## src/bmpc_pkg.sv

```systemverilog
// Constants and types for the burst mode and protection controller
// What this block does
// - Current-sense over limit drops the gate request in the same switching cycle.
// - Peak current limit and zero-crossing count follow the line-sense level.
// - Two burst levels: level 1 when sampled feedback is above reference, else level 2.
// - Burst current limit 0.31 V or 0.35 V; leave threshold 2.75 V for both levels.
// - Burst entry threshold 0.90 V for level 1, 1.05 V for level 2.
// - Below 4 V supply, supply-good stays low and holds level latch cleared.
// - Latch clear and device off: pull-up disconnected, selection current source on.
// - At supply turn-on, sample feedback, choose level, set the level latch.
// - Once latched, the chosen burst level holds until the supply falls below 4 V and clears the latch.
// - Two microseconds after turn-on, selection source off and pull-up reconnected.
// - Burst set after entry conditions hold continuously for 20 ms.
// - Burst halted: resume switching when feedback rises above burst-on threshold.
// - Burst switching: gate on at fixed 8 (low line) or 10 (high line) crossings.
// - Burst switching: gate off when sense reaches the selected burst current limit.
// - Burst: feedback at burst-off threshold halts switching until it rises again.
// - Feedback above leave threshold clears burst, normal peak-current control resumes.
// - Leaving burst loads up/down counter with 1 (low line) or 3 (high line).
// - Three protection responses: non-switching, odd-skip and plain auto restart.
// - Over-load only in normal mode; supply OV, output OV, sense short not while halted.
// - Line over-voltage enters above threshold, releases below it.
// - Brownout enters below brownout threshold, releases above brown-in threshold.
// - Up/down counter limited to 1..8 low line or 3..10 high line.
// - Zero-crossing counter counts falling crossings after turn-off, clears at gate high.
package bmpc_pkg;
   localparam int      CLK_HZ            = 10_000_000;
   localparam int      SEL_OFF_NS        = 2000;
   localparam int      SEL_OFF_CYC       = (SEL_OFF_NS * (CLK_HZ / 1_000_000) + 999) / 1000;
   localparam int      ENTRY_BLANK_MS    = 20;
   localparam int      ENTRY_BLANK_CYC   = ENTRY_BLANK_MS * (CLK_HZ / 1000);
   localparam logic [3:0] UD_MIN_LOW     = 4'h1;
   localparam logic [3:0] UD_MIN_HIGH    = 4'h3;
   localparam logic [3:0] UD_MAX_LOW     = 4'h8;
   localparam logic [3:0] UD_MAX_HIGH    = 4'hA;
   localparam logic [3:0] ZC_ZERO        = 4'h0;
   localparam logic [3:0] ZC_ONE         = 4'h1;
   // Threshold selector codes for the analog front end
   localparam logic [1:0] SEL_NORMAL     = 2'h0;
   localparam logic [1:0] SEL_BURST_ONE  = 2'h1;
   localparam logic [1:0] SEL_BURST_TWO  = 2'h2;
   // Protection response codes
   localparam logic [1:0] PROT_NONE      = 2'h0;
   localparam logic [1:0] PROT_NOSWITCH  = 2'h1;
   localparam logic [1:0] PROT_ODDSKIP   = 2'h2;
   localparam logic [1:0] PROT_RESTART   = 2'h3;
   typedef enum logic [1:0] {BM_NORMAL, BM_BURST_ON, BM_BURST_OFF} bmpc_mode_t;
endpackage

```

## src/bmpc_sync.sv

```systemverilog
// Two-flop synchroniser bank for comparator inputs
`timescale 1ns/1ps
module bmpc_sync #(
   parameter int W = 1
) (
   input  wire logic         sys_clk,
   input  wire logic         rst,
   input  wire logic [W-1:0] d,
   output logic      [W-1:0] q
);
   logic [W-1:0] meta_reg;

   always_ff @(posedge sys_clk or posedge rst) begin
      if (rst) begin
         meta_reg <= '0;
         q        <= '0;
      end else begin
         meta_reg <= d;
         q        <= meta_reg;
      end
   end
endmodule

```

## src/bmpc_ctrl.sv

```systemverilog
// Burst mode, current limit and line protection control
`timescale 1ns/1ps
module bmpc_ctrl
   import bmpc_pkg::*;
#(
   // Entry blanking length in cycles; a short value lets a bench reach burst mode
   parameter int BLANK_CYC = ENTRY_BLANK_CYC
) (
   input  wire logic       sys_clk,
   input  wire logic       rst,
   input  wire logic       supply_above_4v,
   input  wire logic       supply_on,
   input  wire logic       fb_above_level_ref,
   input  wire logic       fb_below_entry,
   input  wire logic       fb_above_burst_on,
   input  wire logic       fb_below_burst_off,
   input  wire logic       fb_above_leave,
   input  wire logic       cs_above_limit,
   input  wire logic       cs_above_burst_limit,
   input  wire logic       zero_cross_input,
   input  wire logic       high_line,
   input  wire logic       line_above_ovp,
   input  wire logic       line_below_brownout,
   input  wire logic       line_above_brownin,
   input  wire logic       normal_gate_on_req,
   input  wire logic       ud_up,
   input  wire logic       ud_down,
   input  wire logic       ud_reset,
   input  wire logic       fault_vcc_ov,
   input  wire logic       fault_vcc_uv,
   input  wire logic       fault_over_load,
   input  wire logic       fault_out_ov,
   input  wire logic       fault_over_temp,
   input  wire logic       fault_cs_short,
   output logic            gate_on,
   output logic            supply_good,
   output logic            level_latched,
   output logic            burst_level_two,
   output logic            feedback_pullup_en,
   output logic            sel_current_en,
   output logic [1:0]      threshold_sel,
   output logic            line_compensation_high,
   output logic [3:0]      updown_count,
   output logic [3:0]      zero_crossing_count,
   output bmpc_mode_t      burst_mode,
   output logic            line_ovp_active,
   output logic            brownout_active,
   output logic [1:0]      protection_mode
);
   localparam int NS = 18;

   logic [NS-1:0] raw_vec;
   logic [NS-1:0] s_vec;
   logic          s_above_4v, s_on, s_fb_ref, s_fb_entry, s_fb_bon, s_fb_boff, s_fb_leave;
   logic          s_cs_lim, s_cs_blim, s_zc, s_hl, s_lovp, s_bo, s_bi;
   logic          s_nreq, s_up, s_down, s_udr;
   logic          s_on_d_reg;
   logic          zc_d_reg;
   logic [4:0]    sel_cnt_reg;
   logic [24:0]   blank_cnt_reg;
   logic [3:0]    ud_min, ud_max;
   logic          entry_ok, zc_fall, halted, on_req, gate_next;
   logic          chk_odd, chk_ol, odd_fault, ns_fault;

   assign raw_vec = {supply_above_4v, supply_on, fb_above_level_ref, fb_below_entry, fb_above_burst_on,
                     fb_below_burst_off, fb_above_leave, cs_above_limit, cs_above_burst_limit,
                     zero_cross_input, high_line, line_above_ovp, line_below_brownout,
                     line_above_brownin, normal_gate_on_req, ud_up, ud_down, ud_reset};

   bmpc_sync #(.W(NS)) u_sync (
      .sys_clk (sys_clk),
      .rst     (rst),
      .d       (raw_vec),
      .q       (s_vec)
   );

   assign {s_above_4v, s_on, s_fb_ref, s_fb_entry, s_fb_bon, s_fb_boff, s_fb_leave, s_cs_lim, s_cs_blim,
           s_zc, s_hl, s_lovp, s_bo, s_bi, s_nreq, s_up, s_down, s_udr} = s_vec;

   assign ud_min  = s_hl ? UD_MIN_HIGH : UD_MIN_LOW;
   assign ud_max  = s_hl ? UD_MAX_HIGH : UD_MAX_LOW;
   assign zc_fall = zc_d_reg & ~s_zc;
   assign halted  = (burst_mode == BM_BURST_OFF);

   assign entry_ok = s_fb_entry && (updown_count == ud_max);

   assign chk_ol    = (burst_mode == BM_NORMAL);
   assign chk_odd   = !halted;
   assign odd_fault = (chk_odd && (fault_vcc_ov || fault_out_ov || fault_cs_short)) || (chk_ol && fault_over_load);
   assign ns_fault  = line_ovp_active || brownout_active || fault_over_temp;

   // fixed crossing count in burst, normal gate request in normal mode, no turn-on while halted
   always_comb begin
      if (burst_mode == BM_BURST_ON) begin
         on_req = (zero_crossing_count >= ud_max);
      end else if (burst_mode == BM_NORMAL) begin
         on_req = s_nreq;
      end else begin
         on_req = 1'b0;
      end
   end

   // current limit wins over any turn-on
   always_comb begin
      gate_next = gate_on;
      if (!level_latched || ns_fault || odd_fault || fault_vcc_uv || halted) begin
         gate_next = 1'b0;
      end else if (s_cs_lim) begin
         gate_next = 1'b0;
      end else if (burst_mode == BM_BURST_ON && s_cs_blim) begin
         gate_next = 1'b0;
      end else if (!gate_on && on_req) begin
         gate_next = 1'b1;
      end
   end

   always_ff @(posedge sys_clk or posedge rst) begin
      if (rst) begin
         gate_on <= 1'b0;
      end else begin
         gate_on <= gate_next;
      end
   end

   // supply-good follows the 4 V detector
   always_ff @(posedge sys_clk or posedge rst) begin
      if (rst) begin
         supply_good <= 1'b0;
         s_on_d_reg  <= 1'b0;
         zc_d_reg    <= 1'b0;
      end else begin
         supply_good <= s_above_4v;
         s_on_d_reg  <= s_on;
         zc_d_reg    <= s_zc;
      end
   end

   // level latch set at turn-on; cleared while supply not good
   always_ff @(posedge sys_clk or posedge rst) begin
      if (rst) begin
         level_latched   <= 1'b0;
         burst_level_two <= 1'b0;
      end else if (!s_above_4v) begin
         level_latched   <= 1'b0;
         burst_level_two <= 1'b0;
      end else if (s_on && !s_on_d_reg && !level_latched) begin
         level_latched   <= 1'b1;
         // level 2 when feedback below reference
         burst_level_two <= !s_fb_ref;
      end
   end

   // selection source off 2 us after turn-on
   always_ff @(posedge sys_clk or posedge rst) begin
      if (rst) begin
         sel_cnt_reg <= '0;
      end else if (!s_on || !s_above_4v) begin
         sel_cnt_reg <= '0;
      end else if (sel_cnt_reg < 5'(SEL_OFF_CYC)) begin
         sel_cnt_reg <= sel_cnt_reg + 5'h01;
      end
   end

   // pull-up swap while undetected and off
   always_ff @(posedge sys_clk or posedge rst) begin
      if (rst) begin
         sel_current_en     <= 1'b1;
         feedback_pullup_en <= 1'b0;
      end else begin
         sel_current_en     <= !(s_on && s_above_4v && sel_cnt_reg >= 5'(SEL_OFF_CYC - 1));
         feedback_pullup_en <= s_on && s_above_4v && sel_cnt_reg >= 5'(SEL_OFF_CYC - 1);
      end
   end

   always_ff @(posedge sys_clk or posedge rst) begin
      if (rst) begin
         blank_cnt_reg <= '0;
      end else if (burst_mode != BM_NORMAL || !entry_ok) begin
         blank_cnt_reg <= '0;
      end else if (blank_cnt_reg < 25'(BLANK_CYC)) begin
         blank_cnt_reg <= blank_cnt_reg + 25'h0000001;
      end
   end

   // Burst mode state machine
   always_ff @(posedge sys_clk or posedge rst) begin
      if (rst) begin
         burst_mode <= BM_NORMAL;
      end else if (!level_latched) begin
         burst_mode <= BM_NORMAL;
      end else begin
         unique case (burst_mode)
            BM_NORMAL: begin
               if (entry_ok && blank_cnt_reg >= 25'(BLANK_CYC - 1)) begin
                  burst_mode <= BM_BURST_OFF;
               end
            end
            BM_BURST_ON: begin
               if (s_fb_leave) begin
                  burst_mode <= BM_NORMAL;
               end else if (s_fb_boff) begin
                  burst_mode <= BM_BURST_OFF;
               end
            end
            BM_BURST_OFF: begin
               if (s_fb_leave) begin
                  burst_mode <= BM_NORMAL;
               end else if (s_fb_bon) begin
                  burst_mode <= BM_BURST_ON;
               end
            end
         endcase
      end
   end

   // up/down counter with clamps; load on burst exit
   always_ff @(posedge sys_clk or posedge rst) begin
      if (rst) begin
         updown_count <= UD_MIN_LOW;
      end else if (!level_latched || s_udr) begin
         updown_count <= ud_min;
      end else if (burst_mode != BM_NORMAL && s_fb_leave) begin
         updown_count <= ud_min;
      end else if (burst_mode == BM_NORMAL) begin
         if (updown_count < ud_min) begin
            updown_count <= ud_min;
         end else if (updown_count > ud_max) begin
            updown_count <= ud_max;
         end else if (s_up && !s_down && updown_count < ud_max) begin
            updown_count <= updown_count + 4'h1;
         end else if (s_down && !s_up && updown_count > ud_min) begin
            updown_count <= updown_count - 4'h1;
         end
      end
   end

   // crossing counter, cleared at gate high
   always_ff @(posedge sys_clk or posedge rst) begin
      if (rst) begin
         zero_crossing_count <= ZC_ZERO;
      end else if (gate_next && !gate_on) begin
         zero_crossing_count <= ZC_ZERO;
      end else if (!gate_on && zc_fall && zero_crossing_count < ud_max) begin
         zero_crossing_count <= zero_crossing_count + ZC_ONE;
      end
   end

   // limit and count compensation follow line level
   always_ff @(posedge sys_clk or posedge rst) begin
      if (rst) begin
         line_compensation_high <= 1'b0;
         threshold_sel          <= SEL_NORMAL;
      end else begin
         line_compensation_high <= s_hl;
         if (burst_mode == BM_NORMAL) begin
            threshold_sel <= SEL_NORMAL;
         end else begin
            threshold_sel <= burst_level_two ? SEL_BURST_TWO : SEL_BURST_ONE;
         end
      end
   end

   // line over-voltage; brownout with brown-in release
   always_ff @(posedge sys_clk or posedge rst) begin
      if (rst) begin
         line_ovp_active <= 1'b0;
         brownout_active <= 1'b0;
      end else begin
         line_ovp_active <= s_lovp;
         if (s_bo) begin
            brownout_active <= 1'b1;
         end else if (s_bi) begin
            brownout_active <= 1'b0;
         end
      end
   end

   always_ff @(posedge sys_clk or posedge rst) begin
      if (rst) begin
         protection_mode <= PROT_NONE;
      end else if (ns_fault) begin
         protection_mode <= PROT_NOSWITCH;
      end else if (odd_fault) begin
         protection_mode <= PROT_ODDSKIP;
      end else if (fault_vcc_uv) begin
         protection_mode <= PROT_RESTART;
      end else begin
         protection_mode <= PROT_NONE;
      end
   end
endmodule

```

## config.mk

```make
export PLATFORM = sky130hd
export DESIGN_NAME = bmpc_ctrl
export DESIGN_NICKNAME = d
export VERILOG_FILES = /design/src/bmpc_pkg.sv /design/src/bmpc_sync.sv /design/src/bmpc_ctrl.sv
export SDC_FILE = /design/constraint.sdc
export NUM_CORES = 1
export LEC_CHECK = 0
export ABC_AREA = 1
export BUFFER_PORTS_ARGS = -buffer_cell sky130_fd_sc_hd__buf_2
export CAP_MARGIN = 40
export CORE_MARGIN = 2
export CORE_UTILIZATION = 30
export CTS_BUF_LIST = sky130_fd_sc_hd__clkbuf_16
export DETAILED_ROUTE_END_ITERATION = 8
export HOLD_SLACK_MARGIN = 0.1
export MAX_ROUTING_LAYER = met4
export PLACE_DENSITY_LB_ADDON = 0.08
export SKIP_LAST_GASP = 1
export SLEW_MARGIN = 10
export SYNTH_ARGS = -nofsm -noshare
export SYNTH_HDL_FRONTEND = slang
export SYNTH_SLANG_ARGS = --single-unit
```

## constraint.sdc

```tcl
create_clock -name sys_clk -period 10.08 [get_ports sys_clk]
set_clock_uncertainty 0.05 [all_clocks]
set_input_delay 2.52 -clock sys_clk [delete_from_list [all_inputs] [get_ports sys_clk]]
set_output_delay 2.52 -clock sys_clk [all_outputs]
set_load 0.02 [all_outputs]
```

Word level (Yosys, flattened, before mapping)
Cells that the tools add are included.
{ "word_totals": {"ff_bits": 91} }
{ "classes": {"bitwise": 2, "magnitude_cmp": 10, "n_mux": 39, "eq_ne": 7, "n_reduce_logical": 51, "add_sub_neg": 5} }
{ "ops": {"columns": ["operator", "n"], "rows": [
  ["$mux W25", 2],
  ["$mux W4", 9],
  ["$mux W2", 13],
  ["$add A25 B1 Y25 const B", 1],
  ["$ge A25 B18 Y1 const B", 1],
  ["$lt A25 B18 Y1 const B", 1],
  ["$logic_and A1 B1 Y1", 18],
  ["$logic_or A1 B1 Y1", 12],
  ["$mux W1", 12],
  ["$logic_not A1 Y1", 11],
  ["$mux W5", 2],
  ["$reduce_bool A2 Y1", 5],
  ["$add A4 B1 Y4 const B", 2],
  ["$lt A4 B4 Y1", 2],
  ["$ne A4 B2 Y1 const B", 2],
  ["$pmux W2 S3", 1],
  ["$reduce_bool A6 Y1", 1],
  ["$add A5 B1 Y5 const B", 1],
  ["$ge A5 B5 Y1 const B", 1],
  ["$lt A5 B5 Y1 const B", 1],
  ["$eq A4 B4 Y1", 1],
  ["$ge A4 B4 Y1", 1],
  ["$gt A4 B2 Y1", 1],
  ["$gt A4 B4 Y1", 1],
  ["12 further kinds", 12]
]} }

Longest topological paths before layout
{ "depth": {"ltp_word": 10, "ltp_mapped": 13} }

Hierarchy
From an unflattened synthesis, not the netlist that was laid out.
{ "unflattened": {"hier_cells": 442, "hier_area_um2": 3957.5} }
{ "modules_own_cells": {"columns": ["module", "n_inst", "cells_per_inst", "area_each_um2"], "rows": [
  ["bmpc_ctrl", 1, 405, 3052.9],
  ["bmpc_sync", 1, 37, 904.6]
]} }

Worst setup path before layout
Ideal clock, no wire load.
{ "synth_timing": {"kind": "input-to-reg", "startpoint": "input fault_over_temp", "endpoint": "register zero_crossing_count[2]", "path_stages": 8, "arrival_ns": 3.253, "t_required_ns": 9.916, "slack_ns": 6.663, "path_cell_list": "inv_1 nand2_1 inv_1 nand3_1 a211oi_1 nand4_1 nand2_1 inv_1"} }
{ "synth_between": {"elab_chain_cells": 8, "elab_cells_between_ends": 9} }
{ "synth_lines": {"columns": ["item", "line_no", "rtl"], "rows": [
  ["start, declared", "bmpc_ctrl.sv:33", "input wire logic fault_over_temp,"],
  ["$logic_or A1 B1 Y1 *", "bmpc_ctrl.sv:90", "assign ns_fault = line_ovp_active || brownout_active || fault_over_temp;"],
  ["$logic_or A1 B1 Y1 * (4 in series)", "bmpc_ctrl.sv:106", "if (!level_latched || ns_fault || odd_fault || fault_vcc_uv || halted) begin"],
  ["$mux W1 *", "bmpc_ctrl.sv:106", null],
  ["$logic_and A1 B1 Y1 *", "bmpc_ctrl.sv:241", "end else if (gate_next && !gate_on) begin"],
  ["$mux W4 / $reduce_bool A2 Y1 (equally long branches)", null, null],
  ["end signal, assigned", "bmpc_ctrl.sv:244", "zero_crossing_count <= zero_crossing_count + ZC_ONE;"],
  ["end, declared", "bmpc_ctrl.sv:44", "output logic [3:0] zero_crossing_count,"]
]} }
Every way passes the cells marked *; elsewhere a longest branch is shown, timed or not.
A chain may end at the register's enable or synchronous reset.

Worst setup path in the final report
{ "layout_timing": {"startpoint": "register updown_count[0]", "endpoint": "output updown_count[0]"} }
{ "layout_lines": {"columns": ["item", "line_no", "rtl"], "rows": [
  ["start, declared", "bmpc_ctrl.sv:43", "output logic [3:0] updown_count,"],
  ["start signal, assigned", "bmpc_ctrl.sv:221", "updown_count <= ud_min;"],
  ["start signal, assigned", "bmpc_ctrl.sv:223", "updown_count <= ud_min;"],
  ["start signal, assigned", "bmpc_ctrl.sv:226", "updown_count <= ud_min;"]
]} }
No word-level cell between the ends.

==> summary.md <==
| Metric | Value |
|---|---|
| Outcome | finished clean |
| CTS Buffer Depth | 2 |
| Top-area cell type share of the netlist area | 0.536 |
| Gr ovfl total | 0 |
| Drt total wl | 8940 um |
| Pwr Total | 819 uW |
| Post-synth cell types | 42 |
| Hold EP | u_sync.q[17]$_DFF_PP0_ |
| Drt first pass iters | 4 |
| PnR worst setup slack | 6.39 ns |
| Post-synthesis instance area | 4160 um^2 |
| Setup bufs post-CTS | 0 |
| Reg2Reg Launch Point | updown_count[1]$_DFFE_PP0P_ |
| Post-route cell area | ~4800 um^2 |
| CTS tree | done |
| CP Capture Type | output pin |
| Core Rows | 43 |
| Resize count post-CTS | 0 |
| Area of the core | 13700 um^2 |
| Max FFs per register | 25 |
| Required time of the critical path | 7.51 ns |
| Die Height | 122 um |
| Hold slack | 0.292 ns |
| Crit-path max cell delay | 0.59 ns |
| IO buf count | 48 |
| Async SR Flop Fraction | 1.00 |
| Fraction of the cycle the final worst path needs | 0.366 |
| RePlAce Congestion | 0.840 |
| Wirelength per Cell | between 10 and 15 um |
| Skew-Pair Late Insertion Delay | about 0.34 ns |
| Pre-CTS setup slack | roughly 6.2 ns |
| Via count | 3140 |
| Cells after Synth | 466 |
| Root Buffer | clkbuf_16 |
| Area after DPL | 4570 um^2 |
| R2R Path End | blank_cnt_reg[17]$_DFFE_PP0P_ |
| Critical path arrival | approximately 1.1 ns |
| Final Hold Viols | 0 |
| Max Cap Viol | 0 |
| Leakage | 2.35 nW |
| Worst Setup Start Kind | register |
| RSZ-0062 raised after global routing | no |
| Via density | 4.45 |
| N_diodes | 0 |
| Crit path max fanout | 5 |
| Post-synth EDFFs | 0 |
| Residual DRC count | 0 |
| Initial core utilization | 0.303 |
| Die width | 122 um |
| Pin count of the biggest net entering global routing | 67 |
| Mean Syn Cell Area | 8.92 um^2 |
| Worst slew pin tran | 0.810 ns |
| Cts bufs inserted | 9 |
| Hold Crit Class | reg -> reg |
| H-tree levels | 3 |
| Critical path's slowest cell | dfstp_2 |
| P&R area growth vs syn | 16.5% |
| Final net count | 555 |
| Slew Limit Headroom | 0.460 |
| Most common cell in the netlist | nand2_1 |
| Clock Sinks | 91 |
| Critical path, cell by cell | buf_2 |
| Post-route minimum period | between 3 and 4 ns |
| Seq cells post-synth | a little over 90 |
| Ys Warns | 0 |
| Vias in the first global route | 3140 |
| Top_reg_cell synth | dfrtp_1 |
| Cell Pwr Density | 169 nW/um^2 |
| First-pass GRT wire length | roughly 15000 um |
| Worst min-delay path startpoint | u_sync.meta_reg[17]$_DFF_PP0_ |
| CTS Hold Bufs | 0 |
| Worst path top cell family by delay | flip-flops |
| Layout cells sized above 1 | 0.183 |
| Worst Reg2Reg Path Length in Cells | 8 |
| Final setup viols | 0 |
| Top cell type by total area after synthesis | dfrtp_1 |
| TNS Setup | 0 ns |
| Placed insts | 689 |
| Final Core Density | 0.353 |
| WP buf/inv | 1 |
| Fmax achieved | 271 MHz |
| I/O pins | 49 |
| Final ANT Viol Nets | 0 |
| Hold Path Depth | 0 |
| Register-to-register path setup slack | slightly below 8 ns |
| Max VDD drop | 69.3 uV |
| GRT Total Usage | 0.137 |
| Top cells by area, synth | dfrtp_1 54%, nand2_1 10%, inv_1 6.0%, nor2_1 5.5%, nand3_1 3.1% |
| Net count after synthesis | 501 |
| Worst-path clk slew | 0.07 ns |
| WS Path Type | reg -> out |
| 1st-iter DRT viols | 185 |
| Post-DP HPWL | around 6600 um |
| Pins Over Slew Limit | 0 |
| Antenna violations before repair | 0 |
| Finished Layout Cells | 705 |
| Most frequent cells after synthesis | 113 x nand2_1, 89 x dfrtp_1, 66 x inv_1, 61 x nor2_1, 26 x nand3_1 |
| Fill cell count | ~1500 |
| Sequential fraction of the synthesis area | 0.548 |
| DIE AREA | between 10000 and 15000 um^2 |
layer usage:
| metal | global-route usage | wire, um |
|---|---|---|
| met1 | 0.166 | 4070 |
| met2 | 0.213 | 4260 |
| met3 | 0.0346 | 356 |
| met4 | 0.0690 | 255 |
| met5 | - | 0 |
worst max-delay path by stage:
stage | end | slack (ns) | from | depth (start not counted)
floorplan | blank_cnt_reg[0]$_DFFE_PP0P_ | 5.15 | rst | 1
global placement | zc_d_reg$_DFF_PP0_ | 6.23 | rst | 3
detailed placement | zero_crossing_count[0]$_DFFE_PP0P_ | 6.20 | rst | 3
CTS | updown_count[0] | 6.37 | updown_count[0]$_DFFE_PP1P_ | 1
global route | updown_count[0] | 6.34 | updown_count[0]$_DFFE_PP1P_ | 1
finish | updown_count[0] | 6.39 | updown_count[0]$_DFFE_PP1P_ | 1
area by class of cell:
class	instances	area [um^2]	area share
flip-flops and latches	91	2280	0.471
multi-input cells	294	1520	0.315
inverters	75	289	0.0597
repair buffers	49	248	0.0512
clock buffers	9	225	0.0465
well taps	180	225	0.0465
clock inverters	7	51.3	0.0106
report_power, final:
part / internal, mW / switching, mW
clock: 0.168 / 0.148
combinational: 0.0359 / 0.0654
sequential: 0.386 / 0.0160
cell families after synthesis:
logic type	synth area share
flops	0.548
fa+ha+maj	0.0289
simple gates	0.249
compound gates	0.0719
buf+inv	0.0852
xor+xnor	0.0169
placed cells by master, fill, tap and decap left out, types with 9 or more instances in the layout:
master       n
nand2_1    113
dfrtp_1     89
inv_1       65
nor2_1      61
buf_2       48
nand3_1     26
o21ai_0     14
a21oi_1     10
nand4_1      9
clkbuf_16    9
Power figures use the tool's default switching activity.
